### src/sscs_map.vh
// Constants for the sensor SPI configuration slave
`ifndef SSCS_MAP_VH
`define SSCS_MAP_VH
`define SSCS_ADDR_W 16
`define SSCS_DATA_W 16
`define SSCS_CLK_MHZ 25
`define SSCS_FETCH_CFG_NS 1500
`define SSCS_FETCH_RUN_NS 4500
`define SSCS_FETCH_CFG_CYC ((`SSCS_FETCH_CFG_NS * `SSCS_CLK_MHZ) / 1000)
`define SSCS_FETCH_RUN_CYC ((`SSCS_FETCH_RUN_NS * `SSCS_CLK_MHZ) / 1000)
`define SSCS_CNT_W 8
`define SSCS_NREG 8
`define SSCS_IDX_W 3
`define SSCS_ADDR_LINE_LEN 16'h0200
`define SSCS_ADDR_BLANK 16'h01f0
`define SSCS_ADDR_CLAMP 16'h2478
`define SSCS_ADDR_BANK 16'h2058
`define SSCS_ADDR_STATE 16'h4018
`define SSCS_ADDR_FBCTL 16'h4040
`define SSCS_ADDR_SRST 16'h4060
`define SSCS_ADDR_REV 16'h4000
`define SSCS_RST_LINE_LEN 16'h0578
`define SSCS_RST_BANK 16'h0300
`define SSCS_RST_CLAMP 16'h10b8
`define SSCS_CLS_ANY 2'h0
`define SSCS_CLS_CFG_IDLE 2'h1
`define SSCS_CLS_CFG_ONLY 2'h2
`define SSCS_ST_STANDBY 2'h0
`define SSCS_ST_CONFIG 2'h1
`define SSCS_ST_IDLE 2'h2
`define SSCS_ST_RUN 2'h3
`endif

### src/sscs_slave.v
// SPI configuration slave with shadow and active register memories
// Overview of operation
// - Block is only a slave; host master starts every transfer.
// - Interface active only while chip select low; high ends transfer.
// - Mode CPOL=1 CPHA=1: sample MOSI on rising SCK, idle high.
// - Read data may need a register-dependent fetch delay after address.
// - In configuration state fetch finishes within 1.5 us.
// - In capture_active_state state fetch may take up to 4.5 us.
// - When enabled, ready pin low during fetch, then high.
// - Ready feedback disabled after reset, enabled by control register.
// - Every SPI write lands in the shadow copy first.
// - Shadow copied to active at frame start or on allowed state entry.
// - SPI reads return the shadow copy, not the active value.
// - Some registers update while capture_active_state; others wait for configuration state, blanking for configuration or idle.
// - Line length written while capture_active_state applies after config and back.
// - Config-only class applies in configuration; unrestricted class any state.
// - In standby only state and soft-reset registers accept writes.
`timescale 1ns/1ps
`default_nettype none
`include "sscs_map.vh"
module sscs_slave #(
	parameter [15:0] REVISION_CODE = 16'h5a5a // Arbitrary value
) (
	input wire i_clock,
	input wire i_rst,
	input wire i_ce,
	input wire i_chip_select_low,
	input wire i_sck,
	input wire i_mosi,
	input wire i_frame_start,
	output reg o_miso,
	output wire o_miso_oe,
	output reg o_read_ready_pin,
	output reg [1:0] o_sensor_state,
	output reg o_soft_reset,
	output reg [15:0] o_line_length,
	output reg [15:0] o_blanking,
	output reg [15:0] o_clamp,
	output reg [15:0] o_bank_select
);
	localparam [3:0] S_CMD = 4'h1;
	localparam [3:0] S_FETCH = 4'h2;
	localparam [3:0] S_DATA = 4'h4;
	localparam [3:0] S_DONE = 4'h8;
	// Shadow memory index map
	localparam [2:0] I_LL = 3'h0;
	localparam [2:0] I_BL = 3'h1;
	localparam [2:0] I_CL = 3'h2;
	localparam [2:0] I_BK = 3'h3;
	localparam [2:0] I_ST = 3'h4;
	localparam [2:0] I_FB = 3'h5;
	localparam [2:0] I_SR = 3'h6;
	localparam [2:0] I_RV = 3'h7;
	// Cycle counts are worked out as integers, then cut to the counter width on purpose
	localparam integer FETCH_CFG_I = `SSCS_FETCH_CFG_CYC;
	localparam integer FETCH_RUN_I = `SSCS_FETCH_RUN_CYC;
	localparam [7:0] FETCH_CFG = FETCH_CFG_I[7:0];
	localparam [7:0] FETCH_RUN = FETCH_RUN_I[7:0];

	// Address to index; bit 0 is the write flag, so it is ignored here
	function [3:0] decode;
		input [15:0] a;
		begin
			case ({a[15:1], 1'b0})
				`SSCS_ADDR_LINE_LEN: decode = {1'b1, I_LL};
				`SSCS_ADDR_BLANK: decode = {1'b1, I_BL};
				`SSCS_ADDR_CLAMP: decode = {1'b1, I_CL};
				`SSCS_ADDR_BANK: decode = {1'b1, I_BK};
				`SSCS_ADDR_STATE: decode = {1'b1, I_ST};
				`SSCS_ADDR_FBCTL: decode = {1'b1, I_FB};
				`SSCS_ADDR_SRST: decode = {1'b1, I_SR};
				`SSCS_ADDR_REV: decode = {1'b1, I_RV};
				default: decode = 4'h0;
			endcase
		end
	endfunction

	// Writability class of each index
	function [1:0] wclass;
		input [2:0] i;
		begin
			case (i)
				I_LL: wclass = `SSCS_CLS_CFG_ONLY;
				I_BL: wclass = `SSCS_CLS_CFG_IDLE;
				I_BK: wclass = `SSCS_CLS_CFG_ONLY;
				default: wclass = `SSCS_CLS_ANY;
			endcase
		end
	endfunction

	function allowed;
		input [2:0] i;
		input [1:0] st;
		begin
			case (wclass(i))
				`SSCS_CLS_CFG_ONLY: allowed = (st == `SSCS_ST_CONFIG);
				`SSCS_CLS_CFG_IDLE: allowed = (st == `SSCS_ST_CONFIG) ||
					(st == `SSCS_ST_IDLE);
				default: allowed = 1'b1;
			endcase
		end
	endfunction

	// Standby lets only the state and soft-reset words through; revision is read-only
	function accept_wr;
		input [3:0] d;
		input [1:0] st;
		begin
			if (!d[3] || d[2:0] == I_RV)
				accept_wr = 1'b0;
			else if (st == `SSCS_ST_STANDBY)
				accept_wr = (d[2:0] == I_ST) || (d[2:0] == I_SR);
			else
				accept_wr = 1'b1;
		end
	endfunction

	// Worst case of each state is waited out; revision is held locally and answers at once
	function [7:0] fetch_len;
		input [15:0] a;
		input [1:0] st;
		begin
			if (decode(a) == {1'b1, I_RV})
				fetch_len = 8'h1;
			else if (st == `SSCS_ST_RUN)
				fetch_len = FETCH_RUN;
			else
				fetch_len = FETCH_CFG;
		end
	endfunction

	// Unmapped addresses read as zero
	function [15:0] read_word;
		input [3:0] d;
		input [15:0] v;
		begin
			read_word = d[3] ? v : 16'h0;
		end
	endfunction

	// Pin synchronisers
	reg [1:0] cs_s;
	reg [1:0] sck_s;
	reg [1:0] mosi_s;
	reg sck_d;
	reg [15:0] shadow [0:7];
	reg [3:0] st_r;
	reg [4:0] bit_r;
	reg [15:0] sh_r;
	reg [15:0] addr_r;
	reg [7:0] cnt_r;
	reg [15:0] tx_r;
	reg [1:0] prev_state_r;
	integer k;
	wire active = ~cs_s[1];
	wire rise = active & sck_s[1] & ~sck_d;
	wire fall = active & ~sck_s[1] & sck_d;
	wire [15:0] sh_nxt = {sh_r[14:0], mosi_s[1]};
	wire [3:0] dec = decode(addr_r);
	wire is_write = addr_r[0];
	wire wr_ok = accept_wr(dec, o_sensor_state);
	// Ready feedback also lets the host see that the pin is meaningful only when enabled
	wire fb_en = shadow[I_FB][0];
	assign o_miso_oe = active;

	// Two flops on every pin; the second stage feeds logic, and SCK also goes through sck_d for edge detect
	always @(posedge i_clock) begin
		if (i_rst) begin
			cs_s <= 2'h3;
			sck_s <= 2'h3;
			mosi_s <= 2'h0;
			sck_d <= 1'b1;
		end else if (i_ce) begin
			cs_s <= {cs_s[0], i_chip_select_low};
			sck_s <= {sck_s[0], i_sck};
			mosi_s <= {mosi_s[0], i_mosi};
			sck_d <= sck_s[1];
		end
	end

	// Transfer engine; a half period of SCK must span more than the sync delay
	always @(posedge i_clock) begin
		if (i_rst) begin
			st_r <= S_CMD;
			bit_r <= 5'h0;
			sh_r <= 16'h0;
			addr_r <= 16'h0;
			cnt_r <= 8'h0;
			tx_r <= 16'h0;
			o_miso <= 1'b0;
			o_read_ready_pin <= 1'b0;
			for (k = 0; k < `SSCS_NREG; k = k + 1)
				shadow[k] <= 16'h0;
			shadow[I_LL] <= `SSCS_RST_LINE_LEN;
			shadow[I_CL] <= `SSCS_RST_CLAMP;
			shadow[I_BK] <= `SSCS_RST_BANK;
			shadow[I_ST] <= {14'h0, `SSCS_ST_CONFIG};
			shadow[I_RV] <= REVISION_CODE;
		end else if (i_ce) begin
			if (!active) begin
				st_r <= S_CMD;
				bit_r <= 5'h0;
				o_read_ready_pin <= 1'b0;
			end else begin
				case (st_r)
					S_CMD: begin
						if (rise) begin
							sh_r <= sh_nxt;
							bit_r <= bit_r + 5'h1;
							if (bit_r == 5'hf) begin
								addr_r <= sh_nxt;
								bit_r <= 5'h0;
								// Fetch time depends on the register and the state
								if (!sh_nxt[0]) begin
									st_r <= S_FETCH;
									cnt_r <= fetch_len(sh_nxt, o_sensor_state);
								end else
									st_r <= S_DATA;
							end
						end
					end
					S_FETCH: begin
						if (cnt_r > 8'h1)
							cnt_r <= cnt_r - 8'h1;
						else begin
							tx_r <= read_word(dec, shadow[dec[2:0]]);
							o_read_ready_pin <= fb_en;
							st_r <= S_DATA;
						end
					end
					S_DATA: begin
						if (!is_write && fall) begin
							o_miso <= tx_r[15];
							tx_r <= {tx_r[14:0], 1'b0};
						end
						if (rise) begin
							sh_r <= sh_nxt;
							bit_r <= bit_r + 5'h1;
							if (bit_r == 5'hf) begin
								st_r <= S_DONE;
								o_read_ready_pin <= 1'b0;
								// Writes go to shadow only, gated in standby
								if (is_write && wr_ok)
									shadow[dec[2:0]] <= sh_nxt;
							end
						end
					end
					S_DONE: st_r <= S_DONE;
					default: st_r <= S_CMD;
				endcase
			end
		end
	end

	// Frame start or any change of state opens a copy window
	wire apply = i_frame_start || (prev_state_r != o_sensor_state);

	// State and soft reset follow their shadow words one clock after a write
	always @(posedge i_clock) begin
		if (i_rst) begin
			o_sensor_state <= `SSCS_ST_CONFIG;
			prev_state_r <= `SSCS_ST_CONFIG;
			o_soft_reset <= 1'b0;
		end else if (i_ce) begin
			o_sensor_state <= shadow[I_ST][1:0];
			o_soft_reset <= shadow[I_SR][0];
			prev_state_r <= o_sensor_state;
		end
	end

	// Active memory: the class of each word decides whether a window may take it
	always @(posedge i_clock) begin
		if (i_rst) begin
			o_line_length <= `SSCS_RST_LINE_LEN;
			o_blanking <= 16'h0;
			o_clamp <= `SSCS_RST_CLAMP;
			o_bank_select <= `SSCS_RST_BANK;
		end else if (i_ce && apply) begin
			o_clamp <= shadow[I_CL];
			if (allowed(I_LL, o_sensor_state))
				o_line_length <= shadow[I_LL];
			if (allowed(I_BL, o_sensor_state))
				o_blanking <= shadow[I_BL];
			if (allowed(I_BK, o_sensor_state))
				o_bank_select <= shadow[I_BK];
		end
	end
endmodule // sscs_slave
`default_nettype wire

### config.mk
export PLATFORM = sky130hd
export DESIGN_NAME = sscs_slave
export DESIGN_NICKNAME = d
export VERILOG_FILES = /design/src/sscs_slave.v
export VERILOG_INCLUDE_DIRS = /design/src
export SDC_FILE = /design/constraint.sdc
export NUM_CORES = 1
export LEC_CHECK = 0
export BUFFER_PORTS_ARGS = -buffer_cell sky130_fd_sc_hd__buf_2
export CORE_MARGIN = 10
export CORE_UTILIZATION = 45
export DETAILED_ROUTE_END_ITERATION = 12
export GPL_TIMING_DRIVEN = 0
export HOLD_SLACK_MARGIN = 0.02
export PLACE_DENSITY = 0.64
export SLEW_MARGIN = 20
export SYNTH_ARGS = -nofsm -noshare
export SYNTH_HDL_FRONTEND = slang
export SYNTH_SLANG_ARGS = --single-unit
### constraint.sdc
create_clock -name i_clock -period 5.89 [get_ports i_clock]
set_input_delay 0.589 -clock i_clock [delete_from_list [all_inputs] [get_ports i_clock]]
set_output_delay 0.589 -clock i_clock [all_outputs]
set_load 0.005 [all_outputs]
==> results.py <==
metrics = {
    "clocking": {
        "hold_buffers": 0,
        "cts_max_path_buffers": 3,
        "cts.sinks": 270,
        "worst_skew_pair.late_latency_ns": 0.55,
        "tritoncts": "built",
        "cts_setup_buffers": 0,
        "cts_resized": 0,
        "htreeDepth": 1,
        "cts_buffers": 30,
        "clk_pin_slew_ns": 0.06,
        "cts_root_buffer": "clkbuf_16",
    },
    "route": {
        "drt_iter0_markers": 757,
        "wire_per_inst_um": 20.6,
        "drtAntennaViolNets": 0,
        "wl_um": 34400,
        "viasPerCell": 5.59,
        "num_vias": 9317,
        "drcViolationCount": 0,
        "drt_first_pass_iters": 6,
    },
    "yosys": {
        "synth_area_leaders": "edfxtp_1 33%, dfxtp_1 25%, and2_1 5.6%, nand2_1 5.5%, nor2_1 3.9%",
        "synthTopCellsByCount": "170 x nand2_1, 142 x dfxtp_1, 128 x edfxtp_1",
        "ys_ff_latch": 270,
        "yosysUniqueCellTypes": 54,
        "syn_inst": 1186,
        "yosysMostFrequentCell": "nand2_1",
        "netlist.area_leader.share_pct": 33.2,
        "avgSynthCellArea_sq_um": 9.76,
        "synthFlopType": "dfxtp_1",
        "ys_seq_area_share_pct": 57.8,
        "synth_area_leader_cell": "edfxtp_1",
        "syn_area_sq_mm": 0.0116,
        "ys.warnings.count": 0,
        "async_flop_share_pct": 0,
        "synth_edf_count": 128,
    },
    "layout": {
        "nFillCells": 2291,
        "antennaDiodeCount": 0,
        "area_growth_pct": 16.8,
        "layout.nets": 1327,
        "drive_gt1_share_pct": 11.7,
    },
    "floorplan": {
        "die_h_um": 180,
        "ios": 77,
        "core_sq_mm": 0.0253,
        "dieArea_sq_mm": 0.0325,
        "start_util_pct": 45.8,
        "die_width_um": 180,
        "num_rows": 58,
    },
    "timing": {
        "max_slew_margin_pct": 30.6,
        "hold_violations": 0,
        "max_freq_ghz": 0.290,
        "slew_violations": 0,
        "finalClockSkew_ns": 0.0135,
        "tns_ns": 0,
        "finalSetupViolCount": 0,
        "worst_pin_slew_ns": 1.04,
        "grt_setup_unrepaired": "false",
        "fin_crit_ns": 3.45,
        "finalCritPeriodShare_pct": 58.5,
    },
    "global_routing": {
        "grt_pass1_vias": 8827,
        "grt_use_total_pct": 20.2,
        "grt.overflow.total": 0,
        "antenna_found_initial": 2,
        "grt_start_max_net_pins": 17,
        "grt_pass1_wl_um": 52200,
    },
    "worst_setup_path": {
        "slowest_delay_ns": 0.46,
        "crit_slowest_cell": "or2_2",
        "crit_path_cell_trace": "clkbuf_1 -> xnor2_1 -> or4b_1 -> buf_2 -> a21o_1 -> a211o_4 -> nor4_4 -> or2_2",
        "setup.worst_path.start_class": "flip-flop",
        "cp.arrival_ns": 3.65,
        "critPathBufInv": 2,
        "crit_fanout": 16,
        "required_ns": 6.10,
        "critical_path_class": "flip-flop to flip-flop",
        "cpLargestDelayFamily": "simple AND/OR/NAND/NOR gates",
        "worst_setup_path_end_kind": "flip-flop",
    },
    "placed_design": {
        "io_buffer_count": 75,
        "dp.final_hpwl_um": 24300,
        "gp_congestion": 0.883,
    },
    "power_and_ir_drop": {
        "power.total_w": 0.00417,
        "p_leak_nw": 5.19,
        "powerDensity_mw_per_mm2": 308,
        "ir_worst_vdd_uv": 210,
    },
    "run": {
        "maxCapViolCount": 0,
    },
    "outcome": {
        "outcome": "complete, no violations",
    },
    "hold_path": {
        "hold_path.class": "primary input to flip-flop",
    },
}
-- cell type report --
type                            count  area [sq um]  area share, %
Clock buffer                       45           920           6.80
Multi-Input combinational cell    828          4580           33.9
Tap cell                          330           413           3.05
Timing Repair Buffer               82           450           3.33
Sequential cell                   270          6690           49.5
Inverter                           10          37.5          0.278
Clock inverter                     11          73.8          0.546
Buffer                             92           357           2.64
-- worst paths after layout --
path / startpoint / end / slack (ns) / cells after the start
hold / removal: i_sck / sck_s[0] / 0.25 / 3
hold reg to reg: o_line_length[9] / o_line_length[9] / 0.45 / 2
setup reg to reg: addr_r[5] / shadow[4][5] / 2.44 / 8
setup / recovery: addr_r[5] / shadow[4][5] / 2.44 / 8
-- flip-flops by register name, summed over array words and instances, names as in the netlist, 4 cells and up --
signal         count
shadow           128
addr_r            16
o_bank_select     16
o_blanking        16
o_clamp           16
o_line_length     16
tx_r              16
sh_r              15
cnt_r              8
bit_r              5
st_r               4
-- per-stage QoR --
step	hold WS, ns	instance area, sq um	worst slack (ns)	util, %	instances
4_1_cts	0.240	13500	2.47	53.5	1668
3_3_place_gp	0.442	12400	1.17	49.2	1605
2_1_floorplan	0.441	11600	2.19	-	1200
6_report	0.250	13500	2.44	53.5	1668
3_5_place_dp	0.445	12500	2.49	49.6	1612
5_1_grt	0.249	13500	2.22	53.5	1668
-- cell usage in the layout, fill, tap and decap left out, drive strengths merged, types with 6 or more instances in the layout --
master	instances
a21oi	81
a2bb2oi	16
and2	104
buf	90
clkbuf	129
clkinv	9
conb	16
dfxtp	142
edfxtp	128
ha	6
inv	12
mux2i	43
nand2	171
nand3	18
nand4	12
nor2	121
nor3	74
nor4	13
nor4b	7
o21ai	23
o22ai	46
or3	16
-- power by group --
part	leakage (nW)	switching [W]	internal [W]
combinational	2.31	0.000145	0.0000752
clock	0.500	0.000772	0.00108
sequential	2.38	0.0000462	0.00205
total	5.19	0.000963	0.00320
-- cell families (layout without fill, tap and decap cells) --
family,count (synthesis),in the layout,synth area share (%)
other,2,16,0.0649
muxes,43,43,3.72
AOI/OAI and AO/OA,191,191,9.92
and+or+nand+nor,564,564,23.9
adders and majority gates,6,6,0.648
xor gates and xnor gates,8,8,0.605
DFF,270,270,57.8
buffers and inverters,102,240,3.40
-- worst min-delay path, cell delays in order --
cell	delay, ns
buf_2	0.07
mux2i_1	0.05
nand2_1	0.06
-- metal layers --
metal  up-vias  part of all wire, %  global-route usage (%)
met5         -                    0                       0
met4         0                  3.3                    7.35
met3        66                  6.4                    2.53
met2       379                   47                    33.7
met1      4450                   43                    26.4
li1       4422                    -                       -
Power figures use the tool's default switching activity.
